## src/inc/ppem_pkg.sv

```systemverilog
// Package: register map, field layout and types of the port parity error monitor
package ppem_pkg;

  // ==========================================================================
  // Register map
  localparam int unsigned ADDR_W = 12;
  localparam logic [11:0] OFF_TEST_CTRL = 12'h4d4;
  localparam logic [11:0] OFF_ERR_STATUS = 12'h4d8;
  localparam logic [11:0] OFF_ERR_REPORT = 12'h4dc;
  localparam logic [11:0] OFF_ERR_COUNT = 12'h4e0;
  localparam logic [11:0] OFF_IRQ_MASK = 12'h4f0;

  // ==========================================================================
  // Field positions
  localparam int unsigned BIT_CHECK_DIS = 0;
  localparam int unsigned BIT_INJECT = 1;
  localparam int unsigned LEN_LSB = 8;
  localparam int unsigned LEN_MSB = 15;
  localparam int unsigned BIT_PERR_FLAG = 0;
  localparam int unsigned CLASS_LSB = 0;
  localparam int unsigned CLASS_MSB = 1;
  localparam int unsigned BIT_IRQ_EN = 2;
  localparam int unsigned CNT_LSB = 0;
  localparam int unsigned CNT_MSB = 7;
  localparam int unsigned HDR_LEN_LSB = 24;
  localparam int unsigned HDR_LEN_MSB = 31;

  // ==========================================================================
  // Reset values and limits
  localparam logic [7:0] LEN_RST = 8'h00;
  localparam logic [1:0] CLASS_RST = 2'h2;
  localparam logic [7:0] CNT_MAX = 8'hff;
  localparam logic MASK_RST = 1'b0;

  // ==========================================================================
  // Types
  typedef enum logic [1:0] {
    PPEM_REP_NONE = 2'h0,
    PPEM_REP_COR = 2'h1,
    PPEM_REP_NONFATAL = 2'h2,
    PPEM_REP_FATAL = 2'h3
  } ppem_report_e;

  typedef enum logic [1:0] {
    PPEM_PK_IDLE = 2'b01,
    PPEM_PK_BODY = 2'b10
  } ppem_pkt_e;

  // One double word with framing and its end-to-end parity bit
  typedef struct packed {
    logic valid;
    logic sop;
    logic eop;
    logic [31:0] data;
    logic par;
  } ppem_dw_s;

endpackage : ppem_pkg

```

## src/logic/ppem_monitor.sv

```systemverilog
// Port parity error monitor: check, generate, inject, count and report
`timescale 1ns/10ps

module ppem_monitor (
  input wire logic clk_i,
  input wire logic nrst_i,
  input wire logic [ppem_pkg::ADDR_W-1:0] reg_addr_i,
  input wire logic [31:0] reg_wdata_i,
  input wire logic reg_wr_i,
  input wire logic reg_rd_i,
  output logic [31:0] reg_rdata_o,
  input wire ppem_pkg::ppem_dw_s core_rx_i,
  input wire ppem_pkg::ppem_dw_s port_tx_i,
  output ppem_pkg::ppem_dw_s core_tx_o,
  input wire logic upstream_irq_en_i,
  output logic err_msg_valid_o,
  output logic [1:0] err_msg_class_o,
  output logic irq_o
);
  import ppem_pkg::*;

  // ==========================================================================
  // Helpers
  function automatic logic dw_parity(input logic [31:0] d);
    dw_parity = ^d;
  endfunction : dw_parity

  function automatic logic reg_hit(input logic [ADDR_W-1:0] a, input logic [11:0] off);
    reg_hit = (a == off);
  endfunction : reg_hit

  // ==========================================================================
  // Elaboration checks on the register layout
  if (ADDR_W != 12) begin : g_chk_addr
    $error("Register offsets need a 12-bit address");
  end
  if (LEN_MSB - LEN_LSB != 7) begin : g_chk_len
    $error("Match length field must be 8 bits wide");
  end
  if (HDR_LEN_MSB - HDR_LEN_LSB != 7) begin : g_chk_hdr
    $error("Header length byte must be 8 bits wide");
  end
  if (CNT_MSB - CNT_LSB != 7) begin : g_chk_cnt
    $error("Error counter field must be 8 bits wide");
  end
  if (CLASS_MSB - CLASS_LSB != 1) begin : g_chk_class
    $error("Report class field must be 2 bits wide");
  end
  if (BIT_IRQ_EN <= CLASS_MSB) begin : g_chk_irq_en
    $error("Interrupt enable bit overlaps the report class");
  end
  if (LEN_LSB <= BIT_INJECT) begin : g_chk_ctrl
    $error("Match length overlaps the control bits");
  end

  // ==========================================================================
  // Register state
  logic check_dis;
  logic inject;
  logic [7:0] match_len;
  logic perr_flag;
  logic [1:0] report_class;
  logic irq_en;
  logic irq_mask;
  logic [7:0] perr_cnt;
  logic [31:0] rdata;
  logic next_check_dis;
  logic next_inject;
  logic [7:0] next_match_len;
  logic next_perr_flag;
  logic [1:0] next_report_class;
  logic next_irq_en;
  logic next_irq_mask;
  logic [7:0] next_perr_cnt;
  logic [31:0] next_rdata;

  // ==========================================================================
  // Reporting state
  logic msg_valid;
  logic [1:0] msg_class;
  logic next_msg_valid;
  logic [1:0] next_msg_class;

  // ==========================================================================
  // Generation path state
  ppem_pkt_e pkt_state;
  ppem_pkt_e next_pkt_state;
  logic corrupt_hold;
  logic next_corrupt_hold;
  ppem_dw_s tx_q;
  ppem_dw_s next_tx_q;

  logic wr_ctrl;
  logic wr_stat;
  logic wr_rep;
  logic wr_mask;
  logic rd_cnt;
  logic err_det;
  logic flag_rise;
  logic corrupt_now;

  assign wr_ctrl = reg_wr_i && reg_hit(reg_addr_i, OFF_TEST_CTRL);
  assign wr_stat = reg_wr_i && reg_hit(reg_addr_i, OFF_ERR_STATUS);
  assign wr_rep = reg_wr_i && reg_hit(reg_addr_i, OFF_ERR_REPORT);
  assign wr_mask = reg_wr_i && reg_hit(reg_addr_i, OFF_IRQ_MASK);
  assign rd_cnt = reg_rd_i && reg_hit(reg_addr_i, OFF_ERR_COUNT);

  // ==========================================================================
  // Check path: double words from the core
  always_comb begin
    err_det = 1'b0;
    if (core_rx_i.valid && !check_dis) begin
      err_det = (core_rx_i.par != dw_parity(core_rx_i.data));
    end
  end

  assign flag_rise = err_det && !perr_flag;

  // ==========================================================================
  // Register next values
  always_comb begin
    next_check_dis = check_dis;
    next_inject = inject;
    next_match_len = match_len;
    next_perr_flag = perr_flag;
    next_report_class = report_class;
    next_irq_en = irq_en;
    next_irq_mask = irq_mask;
    next_perr_cnt = perr_cnt;
    // Read data stand one cycle, zero otherwise
    next_rdata = 32'h0000_0000;
    if (wr_ctrl) begin
      next_check_dis = reg_wdata_i[BIT_CHECK_DIS];
      next_inject = reg_wdata_i[BIT_INJECT];
      next_match_len = reg_wdata_i[LEN_MSB:LEN_LSB];
    end
    if (wr_rep) begin
      next_report_class = reg_wdata_i[CLASS_MSB:CLASS_LSB];
      next_irq_en = reg_wdata_i[BIT_IRQ_EN];
    end
    if (wr_mask) begin
      next_irq_mask = reg_wdata_i[BIT_PERR_FLAG];
    end
    // Set wins over a same-cycle write-one-to-clear
    if (wr_stat && reg_wdata_i[BIT_PERR_FLAG]) begin
      next_perr_flag = 1'b0;
    end
    if (err_det) begin
      next_perr_flag = 1'b1;
    end
    // Read clears; an error in the same cycle is counted afterwards
    if (rd_cnt) begin
      next_perr_cnt = 8'h00;
    end
    if (err_det) begin
      if (rd_cnt) begin
        next_perr_cnt = 8'h01;
      end else if (perr_cnt != CNT_MAX) begin
        next_perr_cnt = perr_cnt + 8'h01;
      end
    end
    if (reg_rd_i) begin
      if (reg_hit(reg_addr_i, OFF_TEST_CTRL)) begin
        next_rdata[BIT_CHECK_DIS] = check_dis;
        next_rdata[BIT_INJECT] = inject;
        next_rdata[LEN_MSB:LEN_LSB] = match_len;
      end else if (reg_hit(reg_addr_i, OFF_ERR_STATUS)) begin
        next_rdata[BIT_PERR_FLAG] = perr_flag;
      end else if (reg_hit(reg_addr_i, OFF_ERR_REPORT)) begin
        next_rdata[CLASS_MSB:CLASS_LSB] = report_class;
        next_rdata[BIT_IRQ_EN] = irq_en;
      end else if (rd_cnt) begin
        next_rdata[CNT_MSB:CNT_LSB] = perr_cnt;
      end else if (reg_hit(reg_addr_i, OFF_IRQ_MASK)) begin
        next_rdata[BIT_PERR_FLAG] = irq_mask;
      end
    end
  end

  always_ff @(posedge clk_i or negedge nrst_i) begin
    if (!nrst_i) begin
      check_dis <= 1'b0;
      inject <= 1'b0;
      match_len <= LEN_RST;
      perr_flag <= 1'b0;
      report_class <= CLASS_RST;
      irq_en <= 1'b0;
      irq_mask <= MASK_RST;
      perr_cnt <= 8'h00;
      rdata <= 32'h0000_0000;
    end else begin
      check_dis <= next_check_dis;
      inject <= next_inject;
      match_len <= next_match_len;
      perr_flag <= next_perr_flag;
      report_class <= next_report_class;
      irq_en <= next_irq_en;
      irq_mask <= next_irq_mask;
      perr_cnt <= next_perr_cnt;
      rdata <= next_rdata;
    end
  end

  // ==========================================================================
  // Error message on the rising flag only
  always_comb begin
    next_msg_valid = 1'b0;
    next_msg_class = msg_class;
    if (flag_rise && (report_class != PPEM_REP_NONE)) begin
      next_msg_valid = 1'b1;
      next_msg_class = report_class;
    end
  end

  always_ff @(posedge clk_i or negedge nrst_i) begin
    if (!nrst_i) begin
      msg_valid <= 1'b0;
      msg_class <= PPEM_REP_NONE;
    end else begin
      msg_valid <= next_msg_valid;
      msg_class <= next_msg_class;
    end
  end

  // ==========================================================================
  // Generation path toward the core, link and own packets share it
  always_comb begin
    corrupt_now = corrupt_hold;
    if (port_tx_i.sop) begin
      corrupt_now = inject && (port_tx_i.data[HDR_LEN_MSB:HDR_LEN_LSB] == match_len);
    end
  end

  // Decision made at sop holds through eop
  always_comb begin
    next_pkt_state = pkt_state;
    next_corrupt_hold = corrupt_hold;
    if (port_tx_i.valid) begin
      case (pkt_state)
        PPEM_PK_IDLE: begin
          if (port_tx_i.sop && !port_tx_i.eop) begin
            next_pkt_state = PPEM_PK_BODY;
            next_corrupt_hold = corrupt_now;
          end
        end
        PPEM_PK_BODY: begin
          if (port_tx_i.eop) begin
            next_pkt_state = PPEM_PK_IDLE;
            next_corrupt_hold = 1'b0;
          end else if (port_tx_i.sop) begin
            next_corrupt_hold = corrupt_now;
          end
        end
        default: begin
          next_pkt_state = PPEM_PK_IDLE;
          next_corrupt_hold = 1'b0;
        end
      endcase
    end
  end

  always_comb begin
    next_tx_q = port_tx_i;
    next_tx_q.par = dw_parity(port_tx_i.data) ^ (port_tx_i.valid && corrupt_now);
  end

  always_ff @(posedge clk_i or negedge nrst_i) begin
    if (!nrst_i) begin
      pkt_state <= PPEM_PK_IDLE;
      corrupt_hold <= 1'b0;
      tx_q <= '0;
    end else begin
      pkt_state <= next_pkt_state;
      corrupt_hold <= next_corrupt_hold;
      tx_q <= next_tx_q;
    end
  end

  // ==========================================================================
  // Outputs
  assign reg_rdata_o = rdata;
  assign core_tx_o = tx_q;
  assign err_msg_valid_o = msg_valid;
  assign err_msg_class_o = msg_class;
  // Mask bit one lets the flag through
  assign irq_o = perr_flag && irq_mask && irq_en && upstream_irq_en_i;

endmodule : ppem_monitor

```

## config.mk

```make
export PLATFORM = sky130hd
export DESIGN_NAME = ppem_monitor
export DESIGN_NICKNAME = d
export VERILOG_FILES = /design/src/inc/ppem_pkg.sv /design/src/logic/ppem_monitor.sv
export SDC_FILE = /design/constraint.sdc
export NUM_CORES = 1
export LEC_CHECK = 0
export ABC_CLOCK_PERIOD_IN_PS = 2400
export BUFFER_PORTS_ARGS = -buffer_cell sky130_fd_sc_hd__buf_2
export CELL_PAD_IN_SITES_DETAIL_PLACEMENT = 1
export CELL_PAD_IN_SITES_GLOBAL_PLACEMENT = 1
export CORE_MARGIN = 10
export CORE_UTILIZATION = 34
export CTS_CLUSTER_DIAMETER = 120
export DETAILED_ROUTE_END_ITERATION = 7
export HOLD_SLACK_MARGIN = 0.15
export PLACE_DENSITY_LB_ADDON = 0.3
export SYNTH_ARGS = -nofsm -noshare
export SYNTH_HDL_FRONTEND = slang
export SYNTH_SLANG_ARGS = --single-unit
```

## constraint.sdc

```tcl
create_clock -name clk_i -period 2.4 [get_ports clk_i]
set_input_delay 0.48 -clock clk_i [delete_from_list [all_inputs] [get_ports clk_i]]
set_output_delay 0.48 -clock clk_i [all_outputs]
set_load 0.01 [all_outputs]
```

# == Yosys cells after proc, flatten, opt, wreduce, memory -nomap -nowiden ==
# Cells that the tools add are included.
# totals
inputBits,121
ff_bits,81
out_inout_bits,72
# classes
n_eq_ne,13
n_reduce_logical,24
n_mux,27
n_bitwise,1
add_sub_neg,1
# ops
cell,n
$reduce_xor A32 Y1,2
$eq A12 B11 Y1 const B,5
$mux W8,5
$mux W16,1
$logic_and A1 B1 Y1,15
$mux W7,2
$mux W1,11
$add A8 B1 Y8 const B,1
$eq A8 B8 Y1,1
$ne A8 B8 Y1 const B,1
$mux W2,3
$mux W6,1
$reduce_and A3 Y1,2
$mux W5,1
$ne A2 B2 Y1 const B,2
$pmux W2 S2,1
$reduce_bool A2 Y1,2
$logic_not A1 Y1,3
$mux W3,1
$ne A3 B3 Y1 const B,1
$eq A2 B1 Y1 const B,1
$eq A2 B2 Y1 const B,1
$pmux W1 S2,1
$ne A1 B1 Y1,1
$xor A1 B1 Y1,1

# == Longest topological paths before layout ==
# Gate-level depths: netlist (run 1).
# depth
word_depth,7
ltp_mapped,8
mapped_depth_nobuf,7

# == Worst setup path before layout (run 1) ==
# OpenSTA, ideal clock, no wires.
# synth_timing
path_type,input to register
from,in core_rx_i[20] (netlist bit)
to,reg perr_cnt[0]
required_ns,2.278
setup_slack_ns,0.000
setup_ns,0.122
path_buffers,1
cell_stages,8
arrival_time_ns,2.279
cell_sequence,xnor2_1 > xnor2_1 > xnor3_1 > or3b_4 > mux2i_4 > buf_6 > nand2_1 > a32o_1
# synth_between
elab_chain_len,4
# synth_rtl
item,line_no,text
start: declaration,ppem_monitor.sv:12,"input wire ppem_pkg::ppem_dw_s core_rx_i,"
$reduce_xor A32 Y1,ppem_monitor.sv:25,dw_parity = ^d;
$ne A1 B1 Y1,ppem_monitor.sv:113,err_det = (core_rx_i.par != dw_parity(core_rx_i.data));
$mux W1,ppem_monitor.sv:112,if (core_rx_i.valid && !check_dis) begin
$mux W8,ppem_monitor.sv:155,if (err_det) begin
via next_perr_cnt[0],ppem_monitor.sv:74,logic [7:0] next_perr_cnt;
end signal: assignment,ppem_monitor.sv:199,perr_cnt <= next_perr_cnt;
end: declaration,ppem_monitor.sv:65,logic [7:0] perr_cnt;
# The timed path passes the listed nets, and every way through them passes these cells.
# A chain may end at the register's enable or synchronous reset.

# == Worst setup path in the final report (run 1) ==
# layout_timing
from,in core_rx_i[24] (netlist bit)
to,reg perr_cnt[4]
# Same word-level chain as after synthesis.

==> flow_summary.ini, run 1 <==
[run]
drv_cap = 0

[timing]
setup_viol_count_final = 0
period_share = 0.923
skew_ns = 0.00434
max_freq_mhz = 451
hold_viol = 0
finalSetupTns_ns = 0
grt_setup_unrepaired = false
min_period_ns = 2.22
maxSlewViolCount = 0

[placement]
placed_area_sq_um = 4730
place.gp.congestion = 0.780
io_buffers = 152
hpwl_mm = 8.61
dp.cells = 601

[floorplan]
initial_core_util = 0.346
io_pins = 193
rows = 38
die_w_um = 125
dieArea_sq_um = 15600
die_height_um = 125
core_sq_um = 10800

[yosys]
synthTopCellsByCount = 79 x dfrtp_1, 60 x xnor2_1, 16 x buf_4, 16 x mux2_2, 12 x and3_1
yosysWarnings = 0
synth.top_cell.area_share = 0.527
ys_types = 48
postSynthAreaPerCell_sq_um = 12.4
yosysSeqAreaShare = 0.541
ys_seq_elements = 81
synth_top_cell_by_area = dfrtp_1
synthCells = 302
synth_edf_count = 0
synth-main-ff-cell = dfrtp_1
synthMostInstantiatedCell = dfrtp_1
ys_async_sr_fraction = 1.00
synth.area.top_cells = dfrtp_1 53%, xnor2_1 14%, mux2_2 4.8%
syn-cell-area_sq_um = 3750

[cts]
clockBufferDepth = 2
cts_buffers = 9
cts-root-buf = clkbuf_8
cts_sinks = 81
htree_levels = 3
clk_latency_ns = 0.35
clk_pin_slew_ns = 0.09
cts_tree = built
cts_setup_buffers = 0

[worst_setup_path]
start_kind = input port
criticalPathCategory = input port to flip-flop
crit_arrival_ns = 2.47
required_ns = 2.65
cp_max_fo = 16
cp-end-kind = flip-flop

[grt]
antenna_found_initial = 0
track_usage = 0.133
grt_pass1_vias = 3163
grt_pass1_wl_mm = 17.1
grt_max_degree = 36
overflow = 0

[layout]
syn2layout_area_growth_pct = 31.2
drive_gt1_frac = 0.433
antenna_cells = 0
post-route-util = 0.454
layoutNonFillerInstCount = 618
fin_nets = 597
final_area_sq_um = 4920
n_fill_cell = 1238

[detailed_routing]
wire_per_inst_um = 16.9
drc_errors = 0
wirelength_mm = 10.4
drt_iter0_drc = 90
via_per_inst = 4.62
ant_nets = 0
firstDrtPassIters = 4
vias = 2856

[power]
p_leak_nw = 2.45
ir_worst_vdd_mv = 0.264
power.density_nw_per_um2 = 709

[worst_hold_path]
hold_path_class = input port to flip-flop

[run_status]
status = complete, no violations
-- kinds of logic (layout without fill, tap and decap cells) --
group / count (synthesis) / count (layout) / share of synthesized area
flops: 81 / 81 / 0.541
simple gates: 71 / 71 / 0.117
xor+xnor: 69 / 69 / 0.168
compound gates: 31 / 31 / 0.0610
buf+inv: 29 / 190 / 0.0477
mux: 17 / 17 / 0.0540
fa+ha+maj: 3 / 3 / 0.0100
other cells: 1 / 16 / 0.000999
-- critical path: stages --
cell	delay (ns)
buf_2	0.10
xnor2_1	0.18
xnor2_1	0.14
xnor3_1	0.43
or3b_4	0.42
mux2i_4	0.17
buf_12	0.16
a41oi_1	0.12
a311oi_1	0.27
-- registers in the layout (all words and copies together), names as in the netlist --
name             cells
core_tx_o           36
perr_cnt             8
match_len            8
inject               1
irq_mask             1
perr_flag            1
err_msg_class_o      2
err_msg_valid_o      1
check_dis            1
report_class         2
pkt_state            2
irq_en               1
reg_rdata_o         16
corrupt_hold         1
-- power by group --
part	internal [mW]	switching, mW	total [mW]
sequential	1.47	0.0824	1.55
combinational	0.527	0.467	0.994
clock	0.393	0.548	0.942
-- cell usage in the layout, fill, tap and decap left out, drive strengths merged, types with 3 or more instances in the layout --
| cell | instances |
|---|---|
| a21oi | 7 |
| clkbuf | 9 |
| buf | 165 |
| nand3 | 5 |
| nand4 | 5 |
| and2 | 6 |
| conb | 16 |
| nand2 | 10 |
| nand3b | 6 |
| inv | 12 |
| a22o | 3 |
| and3 | 12 |
| nor4 | 3 |
| clkinvlp | 3 |
| nor3b | 3 |
| nor2b | 4 |
| dfrtp | 79 |
| a311oi | 4 |
| xnor2 | 60 |
| o21ai | 6 |
| ha | 3 |
| xor2 | 7 |
| mux2 | 16 |
| nor2 | 9 |
-- metal layers --
| layer | routed length [um] | global-route usage | part of all wire | vias to the layer above |
|---|---|---|---|---|
| met5 | 0 | 0 | 0 | - |
| met4 | 139 | 0.0528 | 0.013 | 0 |
| met3 | 874 | 0.0444 | 0.084 | 8 |
| met2 | 4970 | 0.215 | 0.48 | 115 |
| met1 | 4440 | 0.161 | 0.43 | 1387 |
| li1 | - | - | - | 1346 |
-- final timing paths --
check / startpoint / to / slack, ns / cells past startpoint
setup / recovery: core_rx_i[24] / perr_cnt[4] / 0.18 / 9
hold / removal: port_tx_i[24] / core_tx_o[24] / 0.24 / 1
setup reg to reg: perr_cnt[1] / perr_cnt[5] / 0.45 / 5
hold reg to reg: err_msg_class_o[1] / err_msg_class_o[1] / 0.51 / 1
max in group asynchronous: nrst_i / report_class[1] / 1.13 / 3
min in group asynchronous: nrst_i / core_tx_o[21] / 0.61 / 2
-- metrics by stage --
| stage | setup WS, ns | hold slack [ns] | total power [mW] |
|---|---|---|---|
| detailed placement | -0.181 | 0.441 | 2.58 |
| floorplan | 0.000240 | 0.184 | 2.24 |
| global placement | -0.178 | 0.440 | 2.54 |
| CTS | 0.181 | 0.218 | 3.55 |
| finish | 0.184 | 0.243 | 3.49 |
| global route | 0.0542 | 0.218 | 3.71 |
-- cell type report --
| cell class | instances | area [sq um] | share of cell area |
|---|---|---|---|
| Inverter | 8 | 30.0 | 0.00610 |
| Multi-Input combinational cell | 207 | 1610 | 0.327 |
| Tap cell | 140 | 175 | 0.0356 |
| Sequential cell | 81 | 2030 | 0.412 |
| Timing Repair Buffer | 166 | 896 | 0.182 |
| Clock inverter | 7 | 60.1 | 0.0122 |
| Clock buffer | 9 | 124 | 0.0252 |
-- what timing repair did --
item | 4_1_cts | 5_1_grt
resized for setup | 0 | 0
endpoints found under the setup margin | 0 | 0
hold buffers | 1 | 0
hold endpoints to repair | 28 | 0
(Power assumes the default switching activity.)
==> inputs of run 2 (changes only) <==
--- a/config.mk
+++ b/config.mk
@@ -5,12 +5,13 @@
 export SDC_FILE = /design/constraint.sdc
 export NUM_CORES = 1
 export LEC_CHECK = 0
+export ABC_AREA = 1
 export ABC_CLOCK_PERIOD_IN_PS = 2400
 export BUFFER_PORTS_ARGS = -buffer_cell sky130_fd_sc_hd__buf_2
 export CELL_PAD_IN_SITES_DETAIL_PLACEMENT = 1
 export CELL_PAD_IN_SITES_GLOBAL_PLACEMENT = 1
 export CORE_MARGIN = 10
-export CORE_UTILIZATION = 34
+export CORE_UTILIZATION = 33
 export CTS_CLUSTER_DIAMETER = 120
 export DETAILED_ROUTE_END_ITERATION = 7
 export HOLD_SLACK_MARGIN = 0.15
==> run 2 against run 1 <==
  * Total power is 12% higher
  * Final cell count is 50% higher
  * Clock skew is 0.0014 ns higher
  * Largest cell class unchanged
==> flow_summary.ini, run 2 <==
[placement]
hpwl_mm = 11.4
place.gp.congestion = 0.842
io_buffers = 152
dp_slack_ns = 0.180

[yosys]
postSynthAreaPerCell_sq_um = 7.60
synthTopCellsByCount = 232 x nand2_1, 79 x dfrtp_1, 68 x inv_1
ys_types = 37
yosysSeqAreaShare = 0.459
ys_async_sr_fraction = 1.00
syn-cell-area_sq_um = 4420
synth.top_cell.area_share = 0.447
synthCells = 582
synth.area.top_cells = dfrtp_1 45%, nand2_1 20%, inv_1 5.8%
synth-main-ff-cell = dfrtp_1
synth_top_cell_by_area = dfrtp_1
synth_edf_count = 0
synthMostInstantiatedCell = nand2_1
ys_seq_elements = 81
yosysWarnings = 0

[timing]
max_freq_mhz = 501
setup_viol_count_final = 0
finalWorstSetupSlack_ns = 0.405
min_period_ns = 1.99
period_share = 0.831
hold_viol = 0
skew_ns = 0.00570
tightest_slew_ns = 0.552
maxSlewViolCount = 0
grt_setup_unrepaired = false
finalSetupTns_ns = 0
relSlewSlack = 0.632

[run]
drv_cap = 0

[power]
seq_power_share = 0.409
switchingPower_mw = 1.22
p_leak_nw = 3.21
p_int_mw = 2.68
switching_share = 0.313
p_clk_frac = 0.343
p_comb_frac = 0.248
ir_worst_vdd_mv = 0.370
power.density_nw_per_um2 = 690

[layout]
largest_reg_flops = 36
n_fill_cell = 1690
final_common_cell = nand2_1
syn2layout_area_growth_pct = 27.9
antenna_cells = 0
fin_nets = 870
layout_common_cells = 232 x nand2_1, 151 x buf_2, 79 x dfrtp_1
drive_gt1_frac = 0.265

[worst_setup_path]
max_stage_delay_ns = 0.43
cp_slowest_cell = dfrtp_1
cp_max_fo = 5
required_ns = 2.65
crit_arrival_ns = 2.25
start_kind = flip-flop
criticalPathCategory = flip-flop to flip-flop
path_cells = ha_1 -> nand3_1 -> nor2_1 -> nand2_1 -> nor2_1 -> inv_1 -> nor2_2 -> inv_1 -> o211ai_1 -> nand2_1 -> o21ai_1
cp-end-kind = flip-flop

[grt]
grt_max_degree = 46
grt_pass1_vias = 4660
antenna_found_initial = 0
grt_pass1_wl_mm = 21.8
overflow = 0
track_usage = 0.145

[cts]
clockBufferDepth = 2
hold_buffers = 0
cts-root-buf = clkbuf_16
cts_resized = 0
cts_setup_buffers = 0
clk_pin_slew_ns = 0.06
cts_tree = built
htree_levels = 3
clk_latency_ns = 0.33
cts_sinks = 81
cts_buffers = 9

[worst_hold_path]
hold_path_class = input port to asynchronous set/reset pin

[floorplan]
die_height_um = 136
initial_core_util = 0.335
rows = 42
core_sq_um = 13200
io_pins = 193
die_w_um = 136
dieArea_sq_um = 18400

[detailed_routing]
drc_errors = 0
wire_per_inst_um = 14.8
drt_iter0_drc = 141
vias = 4241
firstDrtPassIters = 4
wirelength_mm = 13.7
via_per_inst = 4.57
ant_nets = 0

[run_status]
status = complete, no violations
run 2: worst paths after layout:
check / from / end / slack (ns) / depth (start not counted)
min in group clk_i: port_tx_i[2] / core_tx_o[2] / 0.28 / 1
worst min register to register: err_msg_class_o[0] / err_msg_class_o[0] / 0.50 / 2
max in group asynchronous: nrst_i / report_class[1] / 1.60 / 2
worst max register to register: perr_cnt[0] / perr_cnt[0] / 0.41 / 11
worst max-delay path: perr_cnt[0] / perr_cnt[0] / 0.41 / 11
worst min-delay path: nrst_i / core_tx_o[21] / 0.13 / 1
run 2: final cells by class:
cell class | count | area (sq um) | area share
inverter | 76 | 285 | 0.0504
sequential | 81 | 2030 | 0.359
multi-input combinational | 421 | 2020 | 0.357
clock inverter | 5 | 56.3 | 0.00995
clock buffer | 11 | 233 | 0.0411
timing repair buffer | 157 | 813 | 0.144
tap | 176 | 220 | 0.0389
run 2: metal layers:
layer | wire length, um | vias to the layer above | GRT usage
li1 | - | 2095 | -
met1 | 5480 | 2030 | 0.153
met2 | 7260 | 106 | 0.279
met3 | 833 | 10 | 0.0341
met4 | 138 | 0 | 0.0389
met5 | 0 | - | 0
run 2: cell families (layout without fill, tap and decap cells):
family | Yosys count | after routing | synth area share
XOR/XNOR | 39 | 39 | 0.0772
AND/OR/NAND/NOR | 320 | 320 | 0.301
adder cells (fa/ha/maj) | 3 | 3 | 0.00849
other | 1 | 16 | 0.000848
multiplexers | 3 | 3 | 0.00764
buffers and inverters | 95 | 249 | 0.0976
flip-flops | 81 | 81 | 0.459
AO/OA/AOI/OAI | 40 | 40 | 0.0486
run 2: worst max-delay path: cells and delay by family, from the launching register on:
kind,cells,cell delay [ns]
compound gates,2,0.29
fa+ha+maj,1,0.26
flops,1,0.43
simple gates,6,0.75
buf+inv,2,0.18
run 2: power groups by stage:
stage	Sequential [mW]	Combinational [mW]	Clock (mW)
detailed placement	1.62	0.965	0
floorplan	1.61	0.639	0
finish	1.60	0.970	1.34
global placement	1.60	0.905	0
global route	1.61	1.12	1.43
CTS	1.59	0.985	1.36
run 2: through the flow:
stage                     instances  hold WS, ns  total power, mW  cell area, sq um  utilization
after floorplan                 597        0.184             2.25              4480            -
after global placement          911        0.468             2.51              5370        0.407
after detailed placement        911        0.492             2.58              5370        0.407
after CTS                       927        0.160             3.93              5660        0.429
after global routing            927        0.170             4.16              5660        0.429
final                           927        0.130             3.91              5660        0.429
==> inputs of run 3 (changes only) <==
--- a/config.mk
+++ b/config.mk
@@ -6,12 +6,12 @@
 export NUM_CORES = 1
 export LEC_CHECK = 0
 export ABC_AREA = 1
-export ABC_CLOCK_PERIOD_IN_PS = 2400
+export ABC_CLOCK_PERIOD_IN_PS = 1700
 export BUFFER_PORTS_ARGS = -buffer_cell sky130_fd_sc_hd__buf_2
 export CELL_PAD_IN_SITES_DETAIL_PLACEMENT = 1
 export CELL_PAD_IN_SITES_GLOBAL_PLACEMENT = 1
 export CORE_MARGIN = 10
-export CORE_UTILIZATION = 33
+export CORE_UTILIZATION = 30
 export CTS_CLUSTER_DIAMETER = 120
 export DETAILED_ROUTE_END_ITERATION = 7
 export HOLD_SLACK_MARGIN = 0.15
==> constraint.sdc (replaced) <==
create_clock -name clk_i -period 1.7 [get_ports clk_i]
set_input_delay 0.34 -clock clk_i [delete_from_list [all_inputs] [get_ports clk_i]]
set_output_delay 0.34 -clock clk_i [all_outputs]
set_load 0.01 [all_outputs]
==> run 3 against run 2 <==
  * Worst setup slack lost 0.39 ns
  * Critical path type unchanged
  * Register-to-register slack worse by 0.39 ns
  * Sequential cell count stayed put
  * Clock power rose by 56%
  * Global-route usage down 0.31 points
  * Clock skew rose by 0.0053 ns
  * Sequential power grew 40%
==> flow_summary.ini, run 3 (synthesis results as in run 2) <==
[floorplan]
dieArea_sq_um = 20000
rows = 44
die_w_um = 141
die_height_um = 141
io_pins = 193
initial_core_util = 0.306
core_sq_um = 14500

[timing]
maxSlewViolCount = 0
hold_viol = 0
skew_ns = 0.0110
holdWs_ns = 0.175
grt_setup_unrepaired = true
max_freq_mhz = 594
min_period_ns = 1.68
setup_viol_count_final = 0
period_share = 0.990

[detailed_routing]
met1_length_mm = 5.69
wire_per_inst_um = 15.0
drc_errors = 0
wirelength_mm = 14.7
wl_met2_mm = 7.88
ant_nets = 0
vias = 4370
top_layer_used = met5
drt_iter0_drc = 171
via_per_inst = 4.45
dr_wl_met3_um = 996
firstDrtPassIters = 4

[worst_setup_path]
criticalPathCategory = flip-flop to flip-flop
required_ns = 1.92
cp-end-kind = flip-flop
critPathBufInv = 2
critPathTopFamily = simple AND/OR/NAND/NOR gates
cp_slowest_cell = dfrtp_1
cp_max_fo = 5
cp-startpoint = perr_cnt[1]
cpMostUsedCell = nand2_1
max_stage_delay_ns = 0.40
r2r_start = perr_cnt[1]
crit_arrival_ns = 1.90
path_cells = ha_4 -> nand3_4 -> nor2_4 -> nand2_2 -> nor2_1 -> inv_1 -> nor2_4 -> inv_2 -> nand2_1 -> a21oi_1 -> nand2_1 -> nand2_1
start_kind = flip-flop

[layout]
n_fill_cell = 1799
post-route-util = 0.428
drive_gt1_frac = 0.288
largest_reg_flops = 36
final_common_cell = nand2_1
seqCellArea_sq_um = 2030
multi_input_comb_area_sq_um = 2080
syn2layout_area_growth_pct = 40.1
fin_nets = 915
layout_common_cells = 229 x nand2_1, 151 x buf_2, 79 x dfrtp_1

[cts]
cts_sinks = 81
clk_pin_slew_ns = 0.06
cts-root-buf = clkbuf_16
cts_buffers = 9
htree_levels = 3
clockBufferDepth = 2
cts_tree = built
clk_latency_ns = 0.34

[power]
ir_worst_vdd_mv = 0.473
p_leak_nw = 3.44
power.density_nw_per_um2 = 965
total_power_mw = 5.98

[placement]
place.gp.congestion = 0.810
io_buffers = 152
hpwl_mm = 11.7

[grt]
grt_pass1_wl_mm = 23.5
grt_pass1_vias = 4769
grt_max_degree = 29
overflow = 0
track_usage = 0.142
antenna_found_initial = 3

[worst_hold_path]
hp-start = port_tx_i[28]
hold_path_class = input port to flip-flop

[run_status]
status = complete, no violations

[run]
drv_cap = 0
==> run 3: repair_timing <==
action                     4_1_cts  5_1_grt
setup endpoints to repair        7       11
buffers inserted                 0        4
pin swaps                        0        5
gates resized for setup          4       13
hold endpoints to repair        50        0
hold buffers                    27        0
==> run 3: area by class of cell <==
cell class | instances | area share
diodes | 2 | 0.000808
clock buffers | 10 | 0.0369
clock inverters | 6 | 0.0145
inverters | 76 | 0.0460
multi-input cells | 421 | 0.336
flip-flops and latches | 81 | 0.327
well taps | 184 | 0.0371
repair buffers | 202 | 0.201
==> run 3: worst paths after layout <==
kind | slack (ns) | cells past startpoint | end
worst max-delay path | 0.02 | 12 | perr_cnt[7]
worst min-delay path | 0.18 | 1 | core_tx_o[28]
worst max register to register | 0.02 | 12 | perr_cnt[7]
worst min register to register | 0.49 | 2 | err_msg_class_o[0]
max in group asynchronous | 0.62 | 3 | pkt_state[0]
min in group asynchronous | 0.50 | 2 | core_tx_o[32]
==> run 3: power by group <==
group          internal [mW]  switching, mW
Clock                   1.29          0.796
Sequential              2.10          0.134
Combinational          0.722          0.930
Total                   4.12           1.86
==> run 3: per-layer routing <==
metal	track usage	vias to the layer above
li1	-	2182
met2	0.265	115
met3	0.0404	12
met4	0.0409	2
met5	0	-
met1	0.152	2059
==> run 3: through the flow <==
step,TNS (ns),setup slack [ns],cells,instance area [sq um]
floorplan,0,0.122,597,4480
global placement,-1.31,-0.148,933,5500
detailed placement,-2.34,-0.227,933,5500
CTS,0,0.00785,976,6100
global route,-0.345,-0.0679,981,6190
finish,0,0.0165,982,6200
